File: src/bcdcal_consts.vh
// register map, field positions and reset values of the calendar clock
`ifndef BCDCAL_CONSTS_VH
`define BCDCAL_CONSTS_VH
`define BCDCAL_OFF_CR 8'h00
`define BCDCAL_OFF_MR 8'h04
`define BCDCAL_OFF_TIMR 8'h08
`define BCDCAL_OFF_CALR 8'h0c
`define BCDCAL_OFF_TALR 8'h10
`define BCDCAL_OFF_CALALR 8'h14
`define BCDCAL_OFF_SR 8'h18
`define BCDCAL_OFF_SCCR 8'h1c
`define BCDCAL_OFF_IER 8'h20
`define BCDCAL_OFF_IDR 8'h24
`define BCDCAL_OFF_IMR 8'h28
`define BCDCAL_OFF_VER 8'h2c
`define BCDCAL_OFF_WPMR 8'he4
`define BCDCAL_RST_CALR 32'h01210720
`define BCDCAL_RST_CALALR 32'h01010000
`define BCDCAL_SR_UPDATE_ACKNOWLEDGE_FLAG 0
`define BCDCAL_SR_ALARM 1
`define BCDCAL_SR_SEC 2
`define BCDCAL_SR_TIMEV 3
`define BCDCAL_SR_CALEV 4
`define BCDCAL_VER_TIM 0
`define BCDCAL_VER_CAL 1
`define BCDCAL_VER_TALR 2
`define BCDCAL_VER_CALALR 3
`define BCDCAL_ALR_SECEN 7
`define BCDCAL_ALR_MINEN 15
`define BCDCAL_ALR_HOUREN 23
`define BCDCAL_ALR_MTHEN 23
`define BCDCAL_ALR_DATEEN 31
`define BCDCAL_AMPM_BIT 22
`define BCDCAL_REF_HZ 32768
`define BCDCAL_RESP_OKAY 2'b00
`define BCDCAL_RESP_SLVERR 2'b10
`endif

File: src/bcdcal_top.v
// bcd calendar clock with alarm, periodic events and axi4-lite register slave
// Summary of operation
// (RQ1) all time and calendar fields kept as bcd units and tens digits
// (RQ2) software selects 24-hour or 12-hour entry with am/pm bit
// (RQ3) the second divider runs from the 32768 hz reference, never gated
// (RQ4) counters for century 19/20, year, month, date, day, hour, minute, second
// (RQ5) calendar covers years 1900 through 2099
// (RQ6) february has 29 days whenever year is a multiple of four
// (RQ7) seconds advance once per second, carries ripple upward
// (RQ8) software rereads time until two consecutive reads match
// (RQ9) alarm compares month, date, hour, minute, second, each enabled separately
// (RQ10) all enabled alarm fields equal sets alarm flag, interrupt if enabled
// (RQ11) seconds-only alarm fires once per minute
// (RQ12) loads with bad bcd digits or impossible dates are refused
// (RQ13) each time, calendar or alarm word loads as one 32-bit capture
// (RQ14) software-selected periodic event can request an interrupt
// (RQ15) all interrupt causes merge onto one request line
// (RQ16) write protection can block configuration register writes
// (RQ17) refused load keeps old value, sets validity flag until valid write
// (RQ18) software requests time or calendar update before changing fields
// (RQ19) acknowledge flag raised when counting stopped, cleared via status clear
// (RQ20) time update freezes time and calendar; calendar update freezes calendar only
//
// The placing of the registers and the AXI4-Lite register port were decided locally.
`include "bcdcal_consts.vh"
module bcdcal_top #(
    parameter REF_PER_SEC = `BCDCAL_REF_HZ // reference edges per second
) (
    input wire aclk, // system clock, 40 mhz
    input wire aresetn, // synchronous reset, active low
    input wire slow_reference_clock, // 32768 hz reference pin
    input wire [7:0] s_axi_awaddr, // write address
    input wire s_axi_awvalid, // write address valid
    output reg s_axi_awready, // write address ready
    input wire [31:0] s_axi_wdata, // write data
    input wire [3:0] s_axi_wstrb, // byte strobes, word taken whole
    input wire s_axi_wvalid, // write data valid
    output reg s_axi_wready, // write data ready
    output reg [1:0] s_axi_bresp, // write response
    output reg s_axi_bvalid, // write response valid
    input wire s_axi_bready, // write response ready
    input wire [7:0] s_axi_araddr, // read address
    input wire s_axi_arvalid, // read address valid
    output reg s_axi_arready, // read address ready
    output reg [31:0] s_axi_rdata, // read data
    output reg [1:0] s_axi_rresp, // read response
    output reg s_axi_rvalid, // read data valid
    input wire s_axi_rready, // read data ready
    output reg irq_reg // interrupt request, active high
);
    reg ref_s1_reg, ref_s2_reg, ref_s3_reg;
    reg [15:0] div_reg;
    reg sec_tick_reg;
    reg time_update_request, calendar_update_request;
    reg [1:0] timevsel_reg, calevsel_reg;
    reg hrmod_reg, wpen_reg, upd_prev_reg;
    reg [31:0] talr_reg, calalr_reg;
    reg [4:0] sr_reg, imr_reg;
    reg [3:0] ver_reg;
    reg aw_full_reg, w_full_reg;
    reg [7:0] awaddr_hold_reg;
    reg [31:0] wdata_hold_reg;
    reg [31:0] rd_mux;
    reg rd_hit;
    reg [4:0] sr_set;
    wire time_ok, cal_ok, talr_ok, calalr_ok;
    wire [5:0] hour24;
    wire [6:0] sec_v, min_v, cent_v;
    wire [5:0] hour_v, date_v;
    wire [7:0] year_v;
    wire [4:0] month_v;
    wire [2:0] day_v;
    wire tick_done, min_ev, hour_ev, day_ev, mon_ev, year_ev;
    // alarm words keep only fields and enables; am/pm is folded into the hour
    localparam [31:0] TALR_KEEP = 32'h00bfffff;
    localparam [31:0] CALALR_KEEP = 32'hbf9f0000;

    // (RQ3) reference edge drives the second divider, no gating input exists
    always @(posedge aclk) begin
        if (!aresetn) begin
            {ref_s1_reg, ref_s2_reg, ref_s3_reg} <= 3'b000;
            div_reg <= 16'h0000;
            sec_tick_reg <= 1'b0;
        end else begin
            // two flops tame the pin, the third only marks its rising edge
            ref_s1_reg <= slow_reference_clock;
            ref_s2_reg <= ref_s1_reg;
            ref_s3_reg <= ref_s2_reg;
            sec_tick_reg <= 1'b0;
            if (ref_s2_reg && !ref_s3_reg) begin
                // limitation: sixteen bits, so at most 65536 edges per second
                if (div_reg == REF_PER_SEC[15:0] - 16'h0001) begin
                    div_reg <= 16'h0000;
                    sec_tick_reg <= 1'b1;
                end else begin
                    div_reg <= div_reg + 16'h0001;
                end
            end
        end
    end

    // a write executes once both halves are held and the last answer is gone
    wire wr_go = aw_full_reg && w_full_reg && !s_axi_bvalid;
    wire [7:0] wa = awaddr_hold_reg;
    wire [31:0] wd = wdata_hold_reg;
    // (RQ12) entry checking of the captured word
    bcdcal_check u_check (
        .wdata(wd),
        .hrmod(hrmod_reg),
        .time_ok(time_ok),
        .cal_ok(cal_ok),
        .talr_ok(talr_ok),
        .calalr_ok(calalr_ok),
        .hour24(hour24)
    );
    // (RQ13) whole-word capture, only while the matching update is requested
    wire load_time = wr_go && wa == `BCDCAL_OFF_TIMR && time_update_request && time_ok;
    wire load_cal = wr_go && wa == `BCDCAL_OFF_CALR && calendar_update_request && cal_ok;
    wire cfg_ok = !wpen_reg;

    // counters keep 24-hour time; 12-hour entries are converted on the way in
    bcdcal_counter u_counter (
        .aclk(aclk),
        .aresetn(aresetn),
        .sec_tick(sec_tick_reg),
        // (RQ20) time request stops both, calendar request only the calendar
        .time_run(!time_update_request),
        .cal_run(!time_update_request && !calendar_update_request),
        .load_time(load_time),
        .time_in({hour24, wd[14:8], wd[6:0]}),
        .load_cal(load_cal),
        .cal_in({wd[29:8], wd[6:0]}),
        .sec_reg(sec_v),
        .min_reg(min_v),
        .hour_reg(hour_v),
        .cent_reg(cent_v),
        .year_reg(year_v),
        .month_reg(month_v),
        .day_reg(day_v),
        .date_reg(date_v),
        .tick_done_reg(tick_done),
        .min_ev_reg(min_ev),
        .hour_ev_reg(hour_ev),
        .day_ev_reg(day_ev),
        .mon_ev_reg(mon_ev),
        .year_ev_reg(year_ev)
    );

    // with no field enabled nothing matches, rather than every second
    // (RQ9) only enabled fields take part
    wire alr_any = talr_reg[`BCDCAL_ALR_SECEN] || talr_reg[`BCDCAL_ALR_MINEN] ||
        talr_reg[`BCDCAL_ALR_HOUREN] || calalr_reg[`BCDCAL_ALR_MTHEN] || calalr_reg[`BCDCAL_ALR_DATEEN];
    wire alr_match = alr_any &&
        (!talr_reg[`BCDCAL_ALR_SECEN] || talr_reg[6:0] == sec_v) &&
        (!talr_reg[`BCDCAL_ALR_MINEN] || talr_reg[14:8] == min_v) &&
        (!talr_reg[`BCDCAL_ALR_HOUREN] || talr_reg[21:16] == hour_v) &&
        (!calalr_reg[`BCDCAL_ALR_MTHEN] || calalr_reg[20:16] == month_v) &&
        (!calalr_reg[`BCDCAL_ALR_DATEEN] || calalr_reg[29:24] == date_v);

    always @* begin
        sr_set = 5'h00;
        // counting is frozen from the edge the request is stored, so no wait
        // (RQ19) acknowledge once counting has stopped
        sr_set[`BCDCAL_SR_UPDATE_ACKNOWLEDGE_FLAG] = (time_update_request || calendar_update_request) && !upd_prev_reg;
        // (RQ10) (RQ11) checked once each time the seconds move
        sr_set[`BCDCAL_SR_ALARM] = tick_done && alr_match;
        sr_set[`BCDCAL_SR_SEC] = sec_tick_reg;
        // (RQ14) periodic event selection
        case (timevsel_reg)
            2'd0: sr_set[`BCDCAL_SR_TIMEV] = min_ev;
            2'd1: sr_set[`BCDCAL_SR_TIMEV] = hour_ev;
            2'd2: sr_set[`BCDCAL_SR_TIMEV] = hour_ev && hour_v == 6'h00;
            default: sr_set[`BCDCAL_SR_TIMEV] = hour_ev && hour_v == 6'h12;
        endcase
        case (calevsel_reg)
            2'd0: sr_set[`BCDCAL_SR_CALEV] = day_ev && day_v == 3'h1;
            2'd1: sr_set[`BCDCAL_SR_CALEV] = mon_ev;
            2'd2: sr_set[`BCDCAL_SR_CALEV] = year_ev;
            default: sr_set[`BCDCAL_SR_CALEV] = 1'b0;
        endcase
    end

    always @* begin
        rd_hit = 1'b1;
        case (s_axi_araddr)
            `BCDCAL_OFF_CR: rd_mux = {14'h0, calevsel_reg, 6'h0, timevsel_reg, 6'h0,
                calendar_update_request, time_update_request};
            `BCDCAL_OFF_MR: rd_mux = {31'h0, hrmod_reg};
            // (RQ1) (RQ4) (RQ8) live counters, software compares two reads
            `BCDCAL_OFF_TIMR: rd_mux = {10'h0, hour_v, 1'b0, min_v, 1'b0, sec_v};
            `BCDCAL_OFF_CALR: rd_mux = {2'h0, date_v, day_v, month_v, year_v, 1'b0, cent_v};
            `BCDCAL_OFF_TALR: rd_mux = talr_reg;
            `BCDCAL_OFF_CALALR: rd_mux = calalr_reg;
            `BCDCAL_OFF_SR: rd_mux = {27'h0, sr_reg};
            `BCDCAL_OFF_IMR: rd_mux = {27'h0, imr_reg};
            `BCDCAL_OFF_VER: rd_mux = {28'h0, ver_reg};
            `BCDCAL_OFF_WPMR: rd_mux = {31'h0, wpen_reg};
            // write-only registers read back as zero
            `BCDCAL_OFF_SCCR, `BCDCAL_OFF_IER, `BCDCAL_OFF_IDR: rd_mux = 32'h0;
            default: begin
                rd_mux = 32'h0;
                rd_hit = 1'b0;
            end
        endcase
    end

    // misaligned offsets answer as unmapped, as reads already do
    wire wr_aligned = wa[1:0] == 2'b00;
    wire wr_hit = wr_aligned && (wa <= `BCDCAL_OFF_VER || wa == `BCDCAL_OFF_WPMR);
    always @(posedge aclk) begin
        if (!aresetn) begin
            {s_axi_awready, s_axi_wready, s_axi_bvalid, s_axi_arready, s_axi_rvalid} <= 5'h00;
            s_axi_bresp <= `BCDCAL_RESP_OKAY;
            s_axi_rresp <= `BCDCAL_RESP_OKAY;
            s_axi_rdata <= 32'h0;
            {aw_full_reg, w_full_reg} <= 2'b00;
            awaddr_hold_reg <= 8'h00;
            wdata_hold_reg <= 32'h0;
            {time_update_request, calendar_update_request, hrmod_reg, wpen_reg, upd_prev_reg} <= 5'h00;
            timevsel_reg <= 2'd0;
            calevsel_reg <= 2'd0;
            talr_reg <= 32'h0;
            calalr_reg <= `BCDCAL_RST_CALALR;
            sr_reg <= 5'h00;
            imr_reg <= 5'h00;
            ver_reg <= 4'h0;
            irq_reg <= 1'b0;
        end else begin
            upd_prev_reg <= time_update_request || calendar_update_request;
            // level output, one cycle behind the status bits
            // (RQ15) single merged request line
            irq_reg <= |(sr_reg & imr_reg);
            // write channels taken in either order
            s_axi_awready <= !aw_full_reg && !(s_axi_awvalid && s_axi_awready);
            s_axi_wready <= !w_full_reg && !(s_axi_wvalid && s_axi_wready);
            if (s_axi_awvalid && s_axi_awready) begin
                aw_full_reg <= 1'b1;
                awaddr_hold_reg <= s_axi_awaddr;
            end
            if (s_axi_wvalid && s_axi_wready) begin
                w_full_reg <= 1'b1;
                wdata_hold_reg <= s_axi_wdata;
            end
            // set wins over a same-cycle clear
            sr_reg <= (sr_reg & ~((wr_go && wa == `BCDCAL_OFF_SCCR) ? wd[4:0] : 5'h00)) | sr_set;
            if (wr_go) begin
                s_axi_bvalid <= 1'b1;
                // refused writes still answer okay; only unmapped ones report an error
                s_axi_bresp <= wr_hit ? `BCDCAL_RESP_OKAY : `BCDCAL_RESP_SLVERR;
                case (wa)
                    // (RQ16) protected configuration registers
                    `BCDCAL_OFF_CR: if (cfg_ok) begin
                        // clearing a request lets counting resume at the next tick
                        // (RQ18) update requests from software
                        time_update_request <= wd[0];
                        calendar_update_request <= wd[1];
                        timevsel_reg <= wd[9:8];
                        calevsel_reg <= wd[17:16];
                    end
                    // (RQ2) 12/24-hour selection
                    `BCDCAL_OFF_MR: if (cfg_ok) begin
                        hrmod_reg <= wd[0];
                    end
                    // outside an update request a time or calendar write changes nothing
                    // (RQ17) refused word keeps old value, flag until a good write
                    `BCDCAL_OFF_TIMR: if (time_update_request) begin
                        ver_reg[`BCDCAL_VER_TIM] <= !time_ok;
                    end
                    `BCDCAL_OFF_CALR: if (calendar_update_request) begin
                        ver_reg[`BCDCAL_VER_CAL] <= !cal_ok;
                    end
                    `BCDCAL_OFF_TALR: if (cfg_ok) begin
                        ver_reg[`BCDCAL_VER_TALR] <= !talr_ok;
                        if (talr_ok) begin
                            talr_reg <= {wd[31:23], 1'b0, hour24, wd[15:0]} & TALR_KEEP;
                        end
                    end
                    `BCDCAL_OFF_CALALR: if (cfg_ok) begin
                        ver_reg[`BCDCAL_VER_CALALR] <= !calalr_ok;
                        if (calalr_ok) begin
                            calalr_reg <= wd & CALALR_KEEP;
                        end
                    end
                    `BCDCAL_OFF_IER: imr_reg <= imr_reg | wd[4:0];
                    `BCDCAL_OFF_IDR: imr_reg <= imr_reg & ~wd[4:0];
                    `BCDCAL_OFF_WPMR: wpen_reg <= wd[0];
                    default: ;
                endcase
            end
            if (s_axi_bvalid && s_axi_bready) begin
                s_axi_bvalid <= 1'b0;
                aw_full_reg <= 1'b0;
                w_full_reg <= 1'b0;
            end
            // read answers one cycle after the address is taken
            s_axi_arready <= !s_axi_rvalid && !(s_axi_arvalid && s_axi_arready);
            if (s_axi_arvalid && s_axi_arready) begin
                s_axi_rvalid <= 1'b1;
                s_axi_rdata <= rd_mux;
                s_axi_rresp <= rd_hit ? `BCDCAL_RESP_OKAY : `BCDCAL_RESP_SLVERR;
            end else if (s_axi_rvalid && s_axi_rready) begin
                s_axi_rvalid <= 1'b0;
            end
        end
    end
endmodule

File: src/bcdcal_check.v
// entry checking of time, calendar and alarm words, 12-hour to 24-hour conversion
`include "bcdcal_consts.vh"
module bcdcal_check (
    input wire [31:0] wdata, // candidate bus word
    input wire hrmod, // 1: 12-hour entry
    output reg time_ok, // word valid as time
    output reg cal_ok, // word valid as calendar
    output reg talr_ok, // word valid as time alarm
    output reg calalr_ok, // word valid as calendar alarm
    output reg [5:0] hour24 // hour field in 24-hour bcd
);
    function bcd_in;
        input [7:0] v;
        input [7:0] lo;
        input [7:0] hi;
        bcd_in = (v[3:0] <= 4'h9) && (v[7:4] <= 4'h9) && (v >= lo) && (v <= hi);
    endfunction
    function [7:0] last_date;
        input [4:0] m;
        input leap;
        case (m)
            5'h02: last_date = leap ? 8'h29 : 8'h28;
            5'h04, 5'h06, 5'h09, 5'h11: last_date = 8'h30;
            default: last_date = 8'h31;
        endcase
    endfunction
    function hour_ok;
        input [5:0] h;
        input ampm;
        input mode12;
        hour_ok = mode12 ? bcd_in({2'b00, h}, 8'h01, 8'h12) : (bcd_in({2'b00, h}, 8'h00, 8'h23) && !ampm);
    endfunction
    reg [7:0] yr;
    reg leap;
    always @* begin
        yr = wdata[15:8];
        // every fourth year leap, no century exception
        leap = yr[4] ? (yr[3:0] == 4'h2 || yr[3:0] == 4'h6) :
            (yr[3:0] == 4'h0 || yr[3:0] == 4'h4 || yr[3:0] == 4'h8);
        if (!hrmod) begin
            hour24 = wdata[21:16];
        end else if (wdata[21:16] == 6'h12) begin
            hour24 = wdata[`BCDCAL_AMPM_BIT] ? 6'h12 : 6'h00;
        end else if (!wdata[`BCDCAL_AMPM_BIT]) begin
            hour24 = wdata[21:16];
        end else if (wdata[19:16] >= 4'h8) begin
            hour24 = {wdata[21:20] + 2'h2, wdata[19:16] - 4'h8};
        end else begin
            hour24 = {wdata[21:20] + 2'h1, wdata[19:16] + 4'h2};
        end
        time_ok = bcd_in({1'b0, wdata[6:0]}, 8'h00, 8'h59) && bcd_in({1'b0, wdata[14:8]}, 8'h00, 8'h59) &&
            hour_ok(wdata[21:16], wdata[`BCDCAL_AMPM_BIT], hrmod);
        cal_ok = (wdata[6:0] == 7'h19 || wdata[6:0] == 7'h20) && bcd_in(yr, 8'h00, 8'h99) &&
            bcd_in({3'b000, wdata[20:16]}, 8'h01, 8'h12) && bcd_in({5'b0, wdata[23:21]}, 8'h01, 8'h07) &&
            bcd_in({2'b00, wdata[29:24]}, 8'h01, last_date(wdata[20:16], leap));
        talr_ok = (!wdata[`BCDCAL_ALR_SECEN] || bcd_in({1'b0, wdata[6:0]}, 8'h00, 8'h59)) &&
            (!wdata[`BCDCAL_ALR_MINEN] || bcd_in({1'b0, wdata[14:8]}, 8'h00, 8'h59)) &&
            (!wdata[`BCDCAL_ALR_HOUREN] || hour_ok(wdata[21:16], wdata[`BCDCAL_AMPM_BIT], hrmod));
        // alarm date may be 29 in february since the year is unknown
        calalr_ok = (!wdata[`BCDCAL_ALR_MTHEN] || bcd_in({3'b000, wdata[20:16]}, 8'h01, 8'h12)) &&
            (!wdata[`BCDCAL_ALR_DATEEN] || bcd_in({2'b00, wdata[29:24]}, 8'h01,
            wdata[`BCDCAL_ALR_MTHEN] ? last_date(wdata[20:16], 1'b1) : 8'h31));
    end
endmodule

File: src/bcdcal_counter.v
// bcd time and calendar counters with carry chain and change pulses
`include "bcdcal_consts.vh"
module bcdcal_counter (
    input wire aclk, // system clock
    input wire aresetn, // synchronous reset, active low
    input wire sec_tick, // one pulse per second
    input wire time_run, // time counting enabled
    input wire cal_run, // calendar counting enabled
    input wire load_time, // capture time_in
    input wire [19:0] time_in, // hour, minute, second
    input wire load_cal, // capture cal_in
    input wire [28:0] cal_in, // date, day, month, year, century
    output reg [6:0] sec_reg, // seconds
    output reg [6:0] min_reg, // minutes
    output reg [5:0] hour_reg, // hours, 24-hour
    output reg [6:0] cent_reg, // century
    output reg [7:0] year_reg, // year
    output reg [4:0] month_reg, // month
    output reg [2:0] day_reg, // day of week
    output reg [5:0] date_reg, // date
    output reg tick_done_reg, // time advanced this cycle
    output reg min_ev_reg, // minute changed
    output reg hour_ev_reg, // hour changed
    output reg day_ev_reg, // day changed
    output reg mon_ev_reg, // month changed
    output reg year_ev_reg // year changed
);
    function [7:0] bcd_inc;
        input [7:0] v;
        bcd_inc = (v[3:0] == 4'h9) ? {v[7:4] + 4'h1, 4'h0} : {v[7:4], v[3:0] + 4'h1};
    endfunction
    wire [7:0] sec_i = bcd_inc({1'b0, sec_reg});
    wire [7:0] min_i = bcd_inc({1'b0, min_reg});
    wire [7:0] hour_i = bcd_inc({2'b00, hour_reg});
    wire [7:0] year_i = bcd_inc(year_reg);
    wire [7:0] month_i = bcd_inc({3'b000, month_reg});
    wire [7:0] date_i = bcd_inc({2'b00, date_reg});
    wire leap = year_reg[4] ? (year_reg[3:0] == 4'h2 || year_reg[3:0] == 4'h6) :
        (year_reg[3:0] == 4'h0 || year_reg[3:0] == 4'h4 || year_reg[3:0] == 4'h8);
    localparam [31:0] RST_CALR = `BCDCAL_RST_CALR;
    reg [5:0] last;
    always @* begin
        // (RQ6) leap every fourth year
        case (month_reg)
            5'h02: last = leap ? 6'h29 : 6'h28;
            5'h04, 5'h06, 5'h09, 5'h11: last = 6'h30;
            default: last = 6'h31;
        endcase
    end
    always @(posedge aclk) begin
        if (!aresetn) begin
            sec_reg <= 7'h00;
            min_reg <= 7'h00;
            hour_reg <= 6'h00;
            {date_reg, day_reg, month_reg, year_reg} <= RST_CALR[29:8];
            cent_reg <= RST_CALR[6:0];
            {tick_done_reg, min_ev_reg, hour_ev_reg, day_ev_reg, mon_ev_reg, year_ev_reg} <= 6'h00;
        end else begin
            {min_ev_reg, hour_ev_reg, day_ev_reg, mon_ev_reg, year_ev_reg} <= 5'h00;
            tick_done_reg <= sec_tick && time_run;
            if (load_time) begin
                {hour_reg, min_reg, sec_reg} <= time_in;
            end
            if (load_cal) begin
                {date_reg, day_reg, month_reg, year_reg, cent_reg} <= cal_in;
            end
            // (RQ7) ripple carry per second
            if (sec_tick && time_run && !load_time) begin
                sec_reg <= (sec_reg == 7'h59) ? 7'h00 : sec_i[6:0];
                if (sec_reg == 7'h59) begin
                    min_ev_reg <= 1'b1;
                    min_reg <= (min_reg == 7'h59) ? 7'h00 : min_i[6:0];
                    if (min_reg == 7'h59) begin
                        hour_ev_reg <= 1'b1;
                        hour_reg <= (hour_reg == 6'h23) ? 6'h00 : hour_i[5:0];
                        // (RQ20) day carry lost while calendar frozen
                        if (hour_reg == 6'h23 && cal_run && !load_cal) begin
                            day_ev_reg <= 1'b1;
                            day_reg <= (day_reg == 3'h7) ? 3'h1 : day_reg + 3'h1;
                            date_reg <= (date_reg == last) ? 6'h01 : date_i[5:0];
                            if (date_reg == last) begin
                                mon_ev_reg <= 1'b1;
                                month_reg <= (month_reg == 5'h12) ? 5'h01 : month_i[4:0];
                                if (month_reg == 5'h12) begin
                                    year_ev_reg <= 1'b1;
                                    year_reg <= (year_reg == 8'h99) ? 8'h00 : year_i;
                                    // (RQ5) 1900..2099, century 19 or 20
                                    if (year_reg == 8'h99) begin
                                        cent_reg <= (cent_reg == 7'h19) ? 7'h20 : 7'h19;
                                    end
                                end
                            end
                        end
                    end
                end
            end
        end
    end
endmodule

File: config.mk
export PLATFORM = sky130hd
export DESIGN_NAME = bcdcal_top
export DESIGN_NICKNAME = d
export VERILOG_FILES = /design/src/bcdcal_top.v /design/src/bcdcal_check.v /design/src/bcdcal_counter.v
export VERILOG_INCLUDE_DIRS = /design/src /design/src/src
export SDC_FILE = /design/constraint.sdc
export NUM_CORES = 1
export LEC_CHECK = 0
export ABC_AREA = 1
export BUFFER_PORTS_ARGS = -buffer_cell sky130_fd_sc_hd__buf_4
export CAP_MARGIN = 20
export CORE_ASPECT_RATIO = 1.4
export CORE_MARGIN = 2
export CORE_UTILIZATION = 45
export DETAILED_ROUTE_END_ITERATION = 12
export SYNTH_ARGS = -nofsm -noshare
export SYNTH_HDL_FRONTEND = slang
export SYNTH_SLANG_ARGS = --single-unit
File: constraint.sdc
create_clock -name aclk -period 4.6 [get_ports aclk]
set_input_delay 0.46 -clock aclk [delete_from_list [all_inputs] [get_ports aclk]]
set_output_delay 0.46 -clock aclk [all_outputs]
set_load 0.05 [all_outputs]
==> impl_results.md <==
* DRC Markers at 0
* Peak supply drop at 251 uV
* Area fraction in compound gates after synthesis at 18.7%
* Clk slew on worst S/H paths at 0.06 ns
* Initial antenna violation count at 0
* Clock H-tree levels at 1
* CTS tree: yes
* Area Overhead vs Synth at 14.6%
* Worst endpoint required time at 5.08 ns
* Pwr dens at 317 mW/mm^2
* Final period util at 70.5%
* Placed wire-length estimate at 26.3 mm
* Setup TNS at 0 ns
* PostCTS Resize Cnt at 0
* Endpoints failing setup at 0
* Mux cell area share after synthesis at 0%
* GPL Wtd Cong at 0.950
* Cell area after synthesis at around 0.011 sq mm
* Synth area leader: dfxtp_1
* Vert. Die Dim at 191 um
* Post-route ant nets at 0
* Fill cell count at around 2600
* Syn Inst Count at 1640
* Worst slack, placed at 1.42 ns
* Clk_skew at 0.0216 ns
* Clock network latency to the later pin of the worst-skew pair at between 0.5 and 0.6 ns
* Vias in the first global route at 10300
* Final nets at 1791
* Critical path class: flop to flop
* Warnings from Yosys at 0
* Clock period minus worst slack at between 3 and 4 ns
* Post-Synth XOR/XNOR Area at 2.65%
* Max_cap viols at 0
* Slowest stage cell, crit path: nand3_2
* Most frequent cells in the layout: nand2_1 (321), dfxtp_1 (214), nor2_1 (184), inv_1 (175), o21ai_0 (151)
* Drt pass-1 iters at 5
* # diodes at 0
* Inst Count DP at 1994
* Overall routed net length at 35.5 mm
* TritonCTS Sinks at around 210
* Adder-cell share of the synthesized area at between 2 and 3%
* Critical Path, Cell by Cell: inv_1 > nand3_1 > nor2_1 > inv_1 > ha_1 > nand2_1 > inv_1 > nand3_1 > nand2_1 > a21oi_1 > inv_1 > nand3_2 > inv_2 > nand2_1 > nand2_1 > nand3_1 > nand2_1
* CP peak stage delay at 0.69 ns
* RSZ-0062 raised after global routing: no
* Worst setup margin at 1.36 ns
* # Post-CTS Setup Buffers at 0
* Ys flop type: dfxtp_1
* # IOs at between 100 and 150
* Post-synth EDFFs at 0
* CP Max Fanout at between 40 and 50
* Startpoint types: flop
* Share of cells above drive strength 1 at 11.2%
* Reg-to-Reg Start: wd[16]
* Top cell by count, worst path: nand2_1
* Worst relative slew slack at 28.1%
* Simple-gate area share of the yosys netlist at 28.6%
* Synth area leaders: dfxtp_1 (38%), nand2_1 (11%), o21ai_0 (6.7%)
* Commonest non-fill, non-tap cell in the layout: nand2_1
* Core area at 0.0246 sq mm
* Final hold vios at 0
* Clock root cell: clkbuf_16
* Slew @ Worst Pin at roughly 1.1 ns
* Pleak at 5.53 nW
* Hold_sp: slow_reference_clock
* Largest net degree at the start of global routing at 140
* Seq/Total Area, Yosys at 38.1%
* Num CTS Buffers at 24
* Maximum clock frequency at between 0.3 and 0.4 GHz
* Buffers on Ports at 93
* Yosys top cell area share at around two fifths
* Post-DR wirelength/cell at 17.4 um
* Seq cells post-synth at 214
* Critical Path AT at 3.72 ns
* Unique cell type count in the Yosys netlist at 55
* Utilization after layout at 52.4%
* Via-to-Cell Ratio at 5.45
* Worst-case clock buffer depth at 3
* FFs w/ async S/R, synth at 0%
* Total gr overflow at 0
* First-pass GRT wire length at 55.7 mm
* Die area at about 0.026 sq mm
* Initial Utilization at 45.8%
* Hold buffers post-CTS at 0
* Max-slew violation count at 0
* Hold Crit Class: input port to flop
* Non-filler cells, final at slightly above 2000
* Mean post-synth cell area at 6.86 sq um
* Crit end category: flop
* Largest family of logic cells by synthesized area: simple AND/OR/NAND/NOR gates
* First element of the critical path: wd[16]
* Total GRT Usage at 27.2%
* Die W at 138 um
* Row Count at 68
* Status: finished clean
* Initial DRC count at 828
* Via Count at roughly 11000
per-stage QoR:
| stage | total power, W | instance area [sq um] | hold WS, ns |
|---|---|---|---|
| 2_1_floorplan | 0.00216 | 11300 | 0.390 |
| 3_3_place_gp | 0.00228 | 12100 | 0.408 |
| 3_5_place_dp | 0.00228 | 12100 | 0.404 |
| 4_1_cts | 0.00412 | 12900 | 0.121 |
| 5_1_grt | 0.00423 | 12900 | 0.127 |
| 6_report | 0.00409 | 12900 | 0.127 |
area by class of cell:
class	count	area, sq um	area share (%)
clock inverters	4	31.3	0.243
repair buffers	98	748	5.80
clock buffers	37	719	5.58
multi-input cells	1169	5970	46.3
flip-flops and latches	214	4280	33.2
well taps	315	394	3.06
inverters	198	746	5.78
synth_stat cells, types with 3 or more instances:
cell	count
nand2_1	322
dfxtp_1	214
nor2_1	184
inv_1	176
o21ai_0	151
a21oi_1	140
nand3_1	113
clkbuf_1	38
ha_1	26
nand4_1	26
nor3_1	25
o22ai_1	22
xor2_1	22
o21ai_1	21
inv_2	17
o211ai_1	17
xnor2_1	12
buf_2	11
nor2_2	11
a31oi_1	8
nand2_2	7
a211oi_1	6
buf_1	6
buf_4	6
nor2_8	5
o311a_1	5
clkinv_1	4
nand3_2	4
nor4_1	4
a221oi_1	3
nor3_2	3
worst max-delay path: cells and delay by family, from the launching register on:
kind	cells	cell delay (ns)
AND/OR/NAND/NOR	10	1.61
adder cells (fa/ha/maj)	1	0.27
AO/OA/AOI/OAI	1	0.07
buffers and inverters	5	0.83
flip-flops	1	0.39
kinds of logic (layout without fill, tap and decap cells):
logic type,count (synthesis),after routing
AOI/OAI and AO/OA,386,386
xor gates and xnor gates,34,34
adders and majority gates,26,26
buffers and inverters,259,337
DFF,214,214
other,1,3
and+or+nand+nor,720,720
report_power, final:
part | total [W] | internal [W] | switching [W]
Sequential | 0.00194 | 0.00189 | 0.0000502
Combinational | 0.000304 | 0.0000985 | 0.000205
Clock | 0.00185 | 0.00107 | 0.000777
Total | 0.00409 | 0.00306 | 0.00103
routing by layer:
| layer | vias up | share of wire [%] | track usage [%] |
|---|---|---|---|
| met5 | - | 0 | 0 |
| met4 | 0 | 4.2 | 10.9 |
| met3 | 80 | 6.5 | 2.55 |
| met2 | 387 | 47 | 45.8 |
| met1 | 5052 | 43 | 35.5 |
| li1 | 5563 | - | - |
path summary, 6_finish.rpt:
check	endpoint	slack [ns]	depth (start not counted)
max reg2reg	u_counter.cent_reg[4]	1.36	17
min reg2reg	ref_s2_reg	0.41	2
max	u_counter.cent_reg[4]	1.36	17
min	ref_s1_reg	0.13	3
Note: power is estimated with default switching activity, not from simulation.
